### config.mk
export PLATFORM = sky130hd
export DESIGN_NAME = ptm_timer
export DESIGN_NICKNAME = d
export VERILOG_FILES = /design/src/ptm_pkg.sv /design/src/ptm_timer.sv
export SDC_FILE = /design/constraint.sdc
export NUM_CORES = 1
export LEC_CHECK = 0
export ABC_AREA = 1
export BUFFER_PORTS_ARGS = -buffer_cell sky130_fd_sc_hd__buf_2
export CAP_MARGIN = 20
export CORE_AREA = 5 5 101 103
export CTS_BUF_LIST = sky130_fd_sc_hd__clkbuf_8
export DETAILED_ROUTE_END_ITERATION = 8
export DIE_AREA = 0 0 106 108
export GPL_TIMING_DRIVEN = 0
export PLACE_DENSITY_LB_ADDON = 0.08
export SYNTH_ARGS = -nofsm -noshare
export SYNTH_HDL_FRONTEND = slang
export SYNTH_SLANG_ARGS = --single-unit
### constraint.sdc
create_clock -name sys_clk -period 3 [get_ports sys_clk]
set_clock_uncertainty 0.15 [all_clocks]
set_input_delay 0.6 -clock sys_clk [delete_from_list [all_inputs] [get_ports sys_clk]]
set_output_delay 0.6 -clock sys_clk [all_outputs]
set_load 0.02 [all_outputs]
### src/ptm_pkg.sv
// shared constants for the periodic timer register block
package ptm_pkg;
   // register byte addresses (one aligned word each)
   localparam logic [5:0] ADDR_RUN_CLOCK   = 6'h00;
   localparam logic [5:0] ADDR_MODE_OUTPUT = 6'h04;
   localparam logic [5:0] ADDR_CAPT_CLEAR  = 6'h08;
   localparam logic [5:0] ADDR_CNT_LOW     = 6'h0C;
   localparam logic [5:0] ADDR_CNT_HIGH    = 6'h10;
   localparam logic [5:0] ADDR_CMPA_LOW    = 6'h14;
   localparam logic [5:0] ADDR_CMPA_HIGH   = 6'h18;
   localparam logic [5:0] ADDR_CMPB_LOW    = 6'h1C;
   localparam logic [5:0] ADDR_CMPB_HIGH   = 6'h20;
   localparam logic [5:0] ADDR_PER_LOW     = 6'h24;
   localparam logic [5:0] ADDR_PER_HIGH    = 6'h28;
   // field positions
   localparam int POS_PAUSE   = 7;
   localparam int POS_CLK_HI  = 6;
   localparam int POS_RUN     = 3;
   localparam int POS_MODE_HI = 7;
   localparam int POS_PIN_HI  = 5;
   localparam int POS_LEVEL   = 3;
   localparam int POS_INVERT  = 2;
   localparam int POS_CSRC    = 1;
   localparam int POS_CCLR    = 0;
   localparam int POS_TCLR_HI = 2;
   localparam logic [7:0] CTL_RESET = 8'h00;
   localparam logic [9:0] VAL_RESET = 10'h000;
   localparam logic [9:0] CNT_MAX   = 10'h3FF;
   // clock source codes
   localparam logic [2:0] CK_SYS4  = 3'h0;
   localparam logic [2:0] CK_SYS   = 3'h1;
   localparam logic [2:0] CK_HI16  = 3'h2;
   localparam logic [2:0] CK_HI64  = 3'h3;
   localparam logic [2:0] CK_SUBA  = 3'h4;
   localparam logic [2:0] CK_SUBB  = 3'h5;
   localparam logic [2:0] CK_EXTR  = 3'h6;
   localparam logic [2:0] CK_EXTF  = 3'h7;
   localparam logic [1:0] DIV4_MAX = 2'h3;
   localparam logic [5:0] HI16_MAX = 6'h0F;
   localparam logic [5:0] HI64_MAX = 6'h3F;
   typedef enum logic [1:0] {
      PTM_MODE_COMPARE = 2'h0,
      PTM_MODE_CAPTURE = 2'h1,
      PTM_MODE_PWM     = 2'h2,
      PTM_MODE_TIMER   = 2'h3
   } ptm_mode_t;
   typedef enum logic [1:0] {
      PTM_BUS_IDLE = 2'h0,
      PTM_BUS_ACK  = 2'h1
   } ptm_bus_t;
endpackage : ptm_pkg

### src/ptm_timer.sv
// periodic timer core with its register set on an Avalon-MM slave
`timescale 1ns/10ps
`default_nettype none

// What this block does
// - pause bit freezes counter, clearing resumes
// - clock select picks one of eight sources
// - run rise zeroes and starts; fall holds
// - run rise restores output initial level
// - mode field selects four operating modes
// - compare A match drives output per field
// - pwm mode field forces or enables waveform
// - capture edges latch counter into compare A
// - clear-mode capture splits edges A and B
// - match equal to initial level: no change
// - level bit sets initial or active level
// - invert bit inverts output, not timer mode
// - trigger source: capture pin or clock pin
// - clear select (compare, timer modes): match A or P/overflow
// - capture clear field adds trigger edge clears
// - latch edge flag shows rising or falling in clear mode
// - live counter readable as two bytes
// - compare A, period, compare B are 10-bit
// - 10-bit up counter with comparators A, P
// - match, edge clears and overflow raise irq; run rise zeroing does not
module ptm_timer
   import ptm_pkg::*;
#(
   parameter int CNT_W = 10
) (
   // clock and reset
   input  wire logic              sys_clk,
   input  wire logic              nrst,
   // avalon-mm slave
   input  wire logic [5:0]        address,
   input  wire logic              read,
   input  wire logic              write,
   input  wire logic [31:0]       writedata,
   output logic      [31:0]       readdata,
   output logic                   waitrequest,
   // internal clock ticks
   input  wire logic              hi_clk_tick,
   input  wire logic              sub_clk_tick,
   // pins
   input  wire logic              external_clock_pin,
   input  wire logic              capture_input_pin,
   output logic                   timer_out,
   output logic                   timer_irq
);
   logic [1:0]       rst_sync;
   logic             rst_n;
   logic [7:0]       run_clock_ctl;
   logic [7:0]       mode_output_ctl;
   logic [1:0]       capture_clear_sel;
   logic             latch_edge_flag;
   logic [CNT_W-1:0] counter;
   logic [CNT_W-1:0] compare_a_value;
   logic [CNT_W-1:0] compare_b_value;
   logic [CNT_W-1:0] period_value;
   logic             run_q;
   logic             ck_q;
   logic             trig_q;
   logic [1:0]       div4;
   logic [5:0]       hdiv;
   logic             out_level;
   logic             tick;
   logic             run_rise;
   logic             trig_rise;
   logic             trig_fall;
   logic             match_a;
   logic             match_p;
   logic             overflow;
   logic             clear_cnt;
   logic             cap_a;
   logic             cap_b;
   logic             wr_acc;
   logic             bus_take;
   ptm_bus_t         bus_state;
   ptm_mode_t        mode;
   logic             pause_ctl;
   logic [2:0]       clock_source_sel;
   logic             run_ctl;
   logic [1:0]       pin_function_sel;
   logic             output_level_ctl;
   logic             output_invert;
   logic             capture_source_sel;
   logic             counter_clear_sel;
   logic             trig;

   always_ff @(posedge sys_clk or negedge nrst) begin
      if (!nrst) begin
         rst_sync <= 2'h0;
      end else begin
         rst_sync <= {rst_sync[0], 1'b1};
      end
   end
   assign rst_n = rst_sync[1];

   assign pause_ctl          = run_clock_ctl[POS_PAUSE];
   assign clock_source_sel   = run_clock_ctl[POS_CLK_HI -: 3];
   assign run_ctl            = run_clock_ctl[POS_RUN];
   assign mode               = ptm_mode_t'(mode_output_ctl[POS_MODE_HI -: 2]);
   assign pin_function_sel   = mode_output_ctl[POS_PIN_HI -: 2];
   assign output_level_ctl   = mode_output_ctl[POS_LEVEL];
   assign output_invert      = mode_output_ctl[POS_INVERT];
   assign capture_source_sel = mode_output_ctl[POS_CSRC];
   assign counter_clear_sel  = mode_output_ctl[POS_CCLR];

   // clock source prescalers run freely
   always_ff @(posedge sys_clk or negedge rst_n) begin
      if (!rst_n) begin
         div4 <= 2'h0;
         hdiv <= 6'h00;
      end else begin
         div4 <= div4 + 2'h1;
         if (hi_clk_tick) begin
            hdiv <= hdiv + 6'h01;
         end
      end
   end

   always_ff @(posedge sys_clk or negedge rst_n) begin
      if (!rst_n) begin
         run_q  <= 1'b0;
         ck_q   <= 1'b0;
         trig_q <= 1'b0;
      end else begin
         run_q  <= run_ctl;
         ck_q   <= external_clock_pin;
         trig_q <= trig;
      end
   end

   assign trig      = capture_source_sel ? external_clock_pin : capture_input_pin;
   assign trig_rise = trig & ~trig_q;
   assign trig_fall = ~trig & trig_q;
   assign run_rise  = run_ctl & ~run_q;

   always_comb begin
      unique case (clock_source_sel)
         CK_SYS4: tick = (div4 == DIV4_MAX);
         CK_SYS:  tick = 1'b1;
         CK_HI16: tick = hi_clk_tick && (hdiv[3:0] == HI16_MAX[3:0]);
         CK_HI64: tick = hi_clk_tick && (hdiv == HI64_MAX);
         CK_SUBA: tick = sub_clk_tick;
         CK_SUBB: tick = sub_clk_tick;
         CK_EXTR: tick = external_clock_pin & ~ck_q;
         CK_EXTF: tick = ~external_clock_pin & ck_q;
      endcase
   end

   assign match_a  = (counter == compare_a_value);
   assign match_p  = (counter == period_value);
   assign overflow = (counter == CNT_MAX);

   always_comb begin
      clear_cnt = 1'b0;
      unique case (mode)
         PTM_MODE_CAPTURE: begin
            clear_cnt = match_p && (period_value != VAL_RESET);
            if (capture_clear_sel[0] && trig_rise) begin
               clear_cnt = 1'b1;
            end
            if (capture_clear_sel[1] && trig_fall) begin
               clear_cnt = 1'b1;
            end
         end
         PTM_MODE_PWM: begin
            clear_cnt = match_p && (period_value != VAL_RESET);
         end
         default: begin
            if (counter_clear_sel) begin
               clear_cnt = match_a && (compare_a_value != VAL_RESET);
            end else begin
               clear_cnt = match_p && (period_value != VAL_RESET);
            end
         end
      endcase
   end

   // capture steering
   always_comb begin
      cap_a = 1'b0;
      cap_b = 1'b0;
      if (mode == PTM_MODE_CAPTURE && run_ctl) begin
         if (capture_clear_sel == 2'h0) begin
            unique case (pin_function_sel)
               2'h0:    cap_a = trig_rise;
               2'h1:    cap_a = trig_fall;
               2'h2:    cap_a = trig_rise | trig_fall;
               default: cap_a = 1'b0;
            endcase
         end else begin
            unique case (pin_function_sel)
               2'h0: begin
                  cap_b = trig_rise;
               end
               2'h1: begin
                  cap_a = trig_fall;
               end
               2'h2: begin
                  cap_a = trig_fall;
                  cap_b = trig_rise;
               end
               default: begin
                  cap_a = 1'b0;
               end
            endcase
         end
      end
   end

   always_ff @(posedge sys_clk or negedge rst_n) begin
      if (!rst_n) begin
         counter <= VAL_RESET;
      end else if (run_rise) begin
         counter <= VAL_RESET;
      end else if (run_ctl && !pause_ctl && tick) begin
         if (clear_cnt) begin
            counter <= VAL_RESET;
         end else begin
            counter <= counter + 10'h001;
         end
      end
   end

   always_ff @(posedge sys_clk or negedge rst_n) begin
      if (!rst_n) begin
         timer_irq <= 1'b0;
      end else begin
         timer_irq <= run_ctl && !pause_ctl && tick && (clear_cnt || overflow);
      end
   end

   // output level before inversion
   always_ff @(posedge sys_clk or negedge rst_n) begin
      if (!rst_n) begin
         out_level <= 1'b0;
      end else if (run_rise) begin
         out_level <= output_level_ctl;
      end else if (mode == PTM_MODE_COMPARE && run_ctl && !pause_ctl && tick && match_a
                   && compare_a_value != VAL_RESET) begin
         unique case (pin_function_sel)
            2'h1:    out_level <= 1'b0;
            2'h2:    out_level <= 1'b1;
            2'h3:    out_level <= ~out_level;
            default: out_level <= out_level;
         endcase
      end else if (mode == PTM_MODE_PWM) begin
         unique case (pin_function_sel)
            2'h0:    out_level <= ~output_level_ctl;
            2'h1:    out_level <= output_level_ctl;
            2'h2:    out_level <= (counter < compare_a_value) ? output_level_ctl
                                                              : ~output_level_ctl;
            default: out_level <= run_ctl ? output_level_ctl : ~output_level_ctl;
         endcase
      end
   end

   // timer mode leaves the pin low
   always_ff @(posedge sys_clk or negedge rst_n) begin
      if (!rst_n) begin
         timer_out <= 1'b0;
      end else begin
         timer_out <= (mode == PTM_MODE_TIMER) ? 1'b0 : (out_level ^ output_invert);
      end
   end

   // avalon-mm: one wait cycle, answer on the second
   assign wr_acc   = write && !waitrequest && bus_state == PTM_BUS_ACK;
   assign bus_take = (read || write) && bus_state == PTM_BUS_IDLE;

   always_ff @(posedge sys_clk or negedge rst_n) begin
      if (!rst_n) begin
         bus_state   <= PTM_BUS_IDLE;
         waitrequest <= 1'b1;
      end else if (bus_take) begin
         bus_state   <= PTM_BUS_ACK;
         waitrequest <= 1'b0;
      end else begin
         bus_state   <= PTM_BUS_IDLE;
         waitrequest <= 1'b1;
      end
   end

   always_ff @(posedge sys_clk or negedge rst_n) begin
      if (!rst_n) begin
         readdata <= 32'h0000_0000;
      end else if (bus_take && read) begin
         unique case (address)
            ADDR_RUN_CLOCK:   readdata <= {24'h000000, run_clock_ctl[7:3], 3'h0};
            ADDR_MODE_OUTPUT: readdata <= {24'h000000, mode_output_ctl};
            ADDR_CAPT_CLEAR:  readdata <= {29'h0, capture_clear_sel, latch_edge_flag};
            ADDR_CNT_LOW:     readdata <= {24'h000000, counter[7:0]};
            ADDR_CNT_HIGH:    readdata <= {30'h0, counter[9:8]};
            ADDR_CMPA_LOW:    readdata <= {24'h000000, compare_a_value[7:0]};
            ADDR_CMPA_HIGH:   readdata <= {30'h0, compare_a_value[9:8]};
            ADDR_CMPB_LOW:    readdata <= {24'h000000, compare_b_value[7:0]};
            ADDR_CMPB_HIGH:   readdata <= {30'h0, compare_b_value[9:8]};
            ADDR_PER_LOW:     readdata <= {24'h000000, period_value[7:0]};
            ADDR_PER_HIGH:    readdata <= {30'h0, period_value[9:8]};
            default:          readdata <= 32'h0000_0000;
         endcase
      end
   end

   always_ff @(posedge sys_clk or negedge rst_n) begin
      if (!rst_n) begin
         run_clock_ctl     <= CTL_RESET;
         mode_output_ctl   <= CTL_RESET;
         capture_clear_sel <= 2'h0;
         period_value      <= VAL_RESET;
      end else if (wr_acc) begin
         unique case (address)
            ADDR_RUN_CLOCK:   run_clock_ctl   <= {writedata[7:3], 3'h0};
            ADDR_MODE_OUTPUT: mode_output_ctl <= writedata[7:0];
            ADDR_CAPT_CLEAR:  capture_clear_sel <= writedata[POS_TCLR_HI -: 2];
            ADDR_PER_LOW:     period_value[7:0] <= writedata[7:0];
            ADDR_PER_HIGH:    period_value[9:8] <= writedata[1:0];
            default:          run_clock_ctl   <= run_clock_ctl;
         endcase
      end
   end

   // compare registers: capture wins over a software write
   always_ff @(posedge sys_clk or negedge rst_n) begin
      if (!rst_n) begin
         compare_a_value <= VAL_RESET;
         compare_b_value <= VAL_RESET;
         latch_edge_flag <= 1'b0;
      end else begin
         if (cap_a) begin
            compare_a_value <= counter;
         end else if (wr_acc && address == ADDR_CMPA_LOW) begin
            compare_a_value[7:0] <= writedata[7:0];
         end else if (wr_acc && address == ADDR_CMPA_HIGH) begin
            compare_a_value[9:8] <= writedata[1:0];
         end
         if (cap_b) begin
            compare_b_value <= counter;
         end else if (wr_acc && address == ADDR_CMPB_LOW) begin
            compare_b_value[7:0] <= writedata[7:0];
         end else if (wr_acc && address == ADDR_CMPB_HIGH) begin
            compare_b_value[9:8] <= writedata[1:0];
         end
         if (cap_a || cap_b) begin
            latch_edge_flag <= cap_b;
         end
      end
   end
endmodule : ptm_timer

`default_nettype wire

==> impl_metrics.json <==
{
  "route.detailed.drc": 0,
  "hpwl_um": 10800,
  "timing.final.crit_period_ns": 2.73,
  "clock_latency_ns": 0.36,
  "p_clk_frac": 0.288,
  "start_kind": "flip-flop",
  "cts.sink_count": 82,
  "relSlewSlack": 0.442,
  "start_util": 0.543,
  "seq_power_share": 0.515,
  "syn-cell-area_mm2": 0.00495,
  "count_of_cell_types_in_the_netlist": 40,
  "power.net_switching_uw": 821,
  "holdWs_ns": 0.151,
  "final-setup-viol-count": 0,
  "pre_cts_slack_ns": 0.0796,
  "grt-ovfl-total": 0,
  "worst-path-buf-inv": 2,
  "route.detailed.vias_per_inst": 5.41,
  "synthesized_area_per_cell_um2": 7.60,
  "portBuffers": 32,
  "rows": 35,
  "timing.hold.worst.class": "flip-flop to async pin",
  "final.setup.tns_ns": 0,
  "hold_violations": 0,
  "cts_buffer_count": 9,
  "nets": 788,
  "worst_pin_slew_ns": 0.835,
  "ctsRootBufferMaster": "sky130_fd_sc_hd__clkbuf_8",
  "grt_max_degree": 47,
  "cells_after_synthesis": 651,
  "clock_tree.htree_level_count": 3,
  "leakage_uw": 0.00284,
  "synth_top_cell_by_area": "sky130_fd_sc_hd__dfrtp_1",
  "fp.dieH_um": 108,
  "share_of_total_power_consumed_by_net_switching": 0.325,
  "maxCapViolations": 0,
  "grt_use_total": 0.247,
  "finalWeightedCongestion": 0.940,
  "multi_input_area_mm2": 0.00240,
  "first_pass_iters": 5,
  "layout.cell_area.non_filler_mm2": 0.00555,
  "netlist_top_cells_area": "sky130_fd_sc_hd__dfrtp_1 41%, sky130_fd_sc_hd__nand2_1 15%, sky130_fd_sc_hd__inv_1 6.8%, sky130_fd_sc_hd__ha_1 5.8%, sky130_fd_sc_hd__o21ai_0 4.6%",
  "die_width_um": 106,
  "cell_internal_pwr_uw": 1700,
  "synth_top_area_share": 0.410,
  "ctsResizeCount": 0,
  "ys_warn_count": 0,
  "outcome": "completed",
  "fill_cells": 876,
  "depth_of_the_worst_register_to_register_path": 9,
  "synth_seq_area_share": 0.415,
  "area_inside_the_core_boundary_mm2": 0.00911,
  "antenna-diode-count": 0,
  "achievable-frequency_mhz": 366,
  "clk_path_buf_depth": 2,
  "route.final.wire_length_um": 13800,
  "crit_type": "flip-flop to flip-flop",
  "peakVddDrop_v": 0.000292,
  "final-max-slew-violation-count": 0,
  "design_power_total_uw": 2520,
  "min_period_over_period": 0.911,
  "io-pin-count": 81,
  "flow.area_growth_from_synthesis_pct": 12.1,
  "drt.antenna.violating_nets": 0,
  "post_dp_cell_area_mm2": 0.00536,
  "layout_cell_share_with_drive_strength_beyond_1": 0.137,
  "share_comb_of_total_power": 0.198,
  "clkTransAtPathRegs_ns": 0.09,
  "via_count": 4518,
  "timing.final.ws_setup_ns": 0.267,
  "antenna_found_initial": 0,
  "critical_path.cell_chain": "o21ai_0, inv_1, ha_1, nor2_1, o21ai_0, nand2_1, nand2_1, clkbuf_1, o221ai_1",
  "synth_seq_cells": 82,
  "setup.worst_path.end_class": "flip-flop",
  "path_max_fanout": 10,
  "critPathMaxStageDelay_ns": 0.48,
  "routed_wire_length_per_instance_um": 16.5,
  "first_iter_violations": 345,
  "setup.reg_to_reg.worst_slack_ns": 0.27,
  "worst_path_dominant_cell_family": "compound AO/OA/AOI/OAI gates",
  "rsz_0062_raised_after_global_routing": "false",
  "crit_required_ns": 3.06,
  "worst-endpoint-arrival_ns": 2.79,
  "fp.dieArea_mm2": 0.0114,
  "worstReg2RegEnd": "compare_a_value[3]$_DFFE_PN0P_",
  "tritoncts": "built",
  "number_of_global_route_vias_before_repair": 4258,
  "reg2reg_from": "mode_output_ctl[1]$_DFFE_PN0P_",
  "seq_area_mm2": 0.00206,
  "power.density_cell_area_mw_per_mm2": 455,
  "grt_pass1_wl_um": 21900,
  "critPathSlowestCell": "sky130_fd_sc_hd__clkbuf_1"
}
## Yosys cell counts
cell / count
sky130_fd_sc_hd__nand2_1: 193
sky130_fd_sc_hd__inv_1: 90
sky130_fd_sc_hd__dfrtp_1: 81
sky130_fd_sc_hd__o21ai_0: 45
sky130_fd_sc_hd__nor2_1: 40
sky130_fd_sc_hd__buf_4: 24
sky130_fd_sc_hd__ha_1: 23
sky130_fd_sc_hd__nand3_1: 22
sky130_fd_sc_hd__nand4_1: 16
sky130_fd_sc_hd__o221ai_1: 16
sky130_fd_sc_hd__a21oi_1: 14
sky130_fd_sc_hd__o22ai_1: 11
sky130_fd_sc_hd__xor2_1: 11
sky130_fd_sc_hd__inv_2: 8
sky130_fd_sc_hd__nor3_1: 8
sky130_fd_sc_hd__o21ai_1: 7
sky130_fd_sc_hd__nor2_2: 4
sky130_fd_sc_hd__o211ai_1: 4
sky130_fd_sc_hd__buf_2: 3
sky130_fd_sc_hd__clkbuf_1: 3
sky130_fd_sc_hd__nand2_2: 3
sky130_fd_sc_hd__xnor2_1: 3
sky130_fd_sc_hd__a22oi_1: 2
sky130_fd_sc_hd__conb_1: 2
sky130_fd_sc_hd__nor2_4: 2
sky130_fd_sc_hd__o2111ai_1: 2
sky130_fd_sc_hd__a21oi_2: 1
sky130_fd_sc_hd__a22o_1: 1
sky130_fd_sc_hd__a31oi_1: 1
sky130_fd_sc_hd__clkbuf_2: 1
sky130_fd_sc_hd__dfstp_2: 1
sky130_fd_sc_hd__mux2_2: 1
sky130_fd_sc_hd__nand3_2: 1
sky130_fd_sc_hd__nand3b_1: 1
sky130_fd_sc_hd__nor3_2: 1
sky130_fd_sc_hd__nor3b_1: 1
sky130_fd_sc_hd__nor3b_2: 1
sky130_fd_sc_hd__nor4_1: 1
sky130_fd_sc_hd__o21a_1: 1
sky130_fd_sc_hd__or2_0: 1
## worst max-delay path by stage
stage / startpoint / cells after the start / to
2_1_floorplan: rst_sync[1]$_DFF_PN0_ / 0 / bus_state[0]$_DFF_PN0_
3_5_place_dp: capture_input_pin / 10 / compare_a_value[5]$_DFFE_PN0P_
3_3_place_gp: rst_sync[1]$_DFF_PN0_ / 0 / counter[8]$_DFFE_PN0P_
4_1_cts: mode_output_ctl[1]$_DFFE_PN0P_ / 9 / compare_a_value[3]$_DFFE_PN0P_
6_report: mode_output_ctl[1]$_DFFE_PN0P_ / 9 / compare_a_value[3]$_DFFE_PN0P_
5_1_grt: mode_output_ctl[1]$_DFFE_PN0P_ / 10 / compare_a_value[1]$_DFFE_PN0P_
## cell usage in the layout, fill, tap and decap left out, types with 2 or more instances in the layout
cell,count
sky130_fd_sc_hd__nand3_1,22
sky130_fd_sc_hd__inv_2,8
sky130_fd_sc_hd__o22ai_1,11
sky130_fd_sc_hd__o2111ai_1,2
sky130_fd_sc_hd__nor2_4,2
sky130_fd_sc_hd__a21oi_1,14
sky130_fd_sc_hd__xor2_1,11
sky130_fd_sc_hd__o211ai_1,4
sky130_fd_sc_hd__xnor2_1,3
sky130_fd_sc_hd__nand2_2,3
sky130_fd_sc_hd__o221ai_1,16
sky130_fd_sc_hd__nor2_1,40
sky130_fd_sc_hd__clkinvlp_4,2
sky130_fd_sc_hd__dfrtp_1,80
sky130_fd_sc_hd__nor3_1,8
sky130_fd_sc_hd__inv_1,92
sky130_fd_sc_hd__clkbuf_1,3
sky130_fd_sc_hd__o21ai_0,45
sky130_fd_sc_hd__o21ai_1,7
sky130_fd_sc_hd__nand2_1,193
sky130_fd_sc_hd__clkbuf_8,10
sky130_fd_sc_hd__conb_1,25
sky130_fd_sc_hd__nor2_2,4
sky130_fd_sc_hd__buf_2,35
sky130_fd_sc_hd__ha_1,23
sky130_fd_sc_hd__a22oi_1,2
sky130_fd_sc_hd__nand4_1,16
sky130_fd_sc_hd__buf_4,24
## routing by layer
metal	vias to the layer above	GRT usage	wire length (um)	part of all wire
met2	183	0.398	6210	0.45
li1	2197	-	-	-
met4	0	0.0814	286	0.021
met3	21	0.0412	1020	0.074
met5	-	0	0	0
met1	2117	0.343	6250	0.45
## area by class of cell
cell class	count	area share
plain buffers	31	0.0381
multi-input cells	463	0.433
clock inverters	6	0.00654
clock buffers	10	0.0248
well taps	111	0.0250
flip-flops and latches	82	0.371
repair buffers	34	0.0356
inverters	98	0.0663
## power by group through the flow
stage / clock, uW / combinational (uW) / sequential (uW)
floorplan: 0 / 337 / 1310
global placement: 0 / 460 / 1320
detailed placement: 0 / 492 / 1320
CTS: 739 / 495 / 1300
global route: 784 / 556 / 1310
finish: 726 / 498 / 1300
## registers in the layout, indices dropped and copies added, names as in the netlist, 5 cells and up
| signal | cells |
|---|---|
| compare_a_value | 10 |
| compare_b_value | 10 |
| counter | 10 |
| period_value | 10 |
| mode_output_ctl | 8 |
| readdata | 8 |
| hdiv | 6 |
| run_clock_ctl | 5 |
## what timing repair did
| action | CTS | global route |
|---|---|---|
| setup endpoints to repair | 0 | 0 |
| hold buffers | 1 | 0 |
| endpoints found under the hold margin | 2 | 0 |
| buffers inserted | 0 | 0 |
## logic make-up (layout without fill, tap and decap cells)
logic type | after synthesis | after routing | share of synthesized area
fa+ha+maj | 23 | 23 | 0.0582
mux | 1 | 1 | 0.00228
xor+xnor | 14 | 14 | 0.0248
flops | 82 | 82 | 0.415
simple gates | 295 | 295 | 0.253
other cells | 2 | 25 | 0.00152
buf+inv | 129 | 179 | 0.117
compound gates | 105 | 105 | 0.128
## stage by stage
stage | utilization | cells
2_1_floorplan | - | 674
3_3_place_gp | 0.585 | 817
3_5_place_dp | 0.589 | 818
4_1_cts | 0.609 | 835
5_1_grt | 0.609 | 835
6_report | 0.609 | 835
Note: power is estimated with default switching activity, not from simulation.
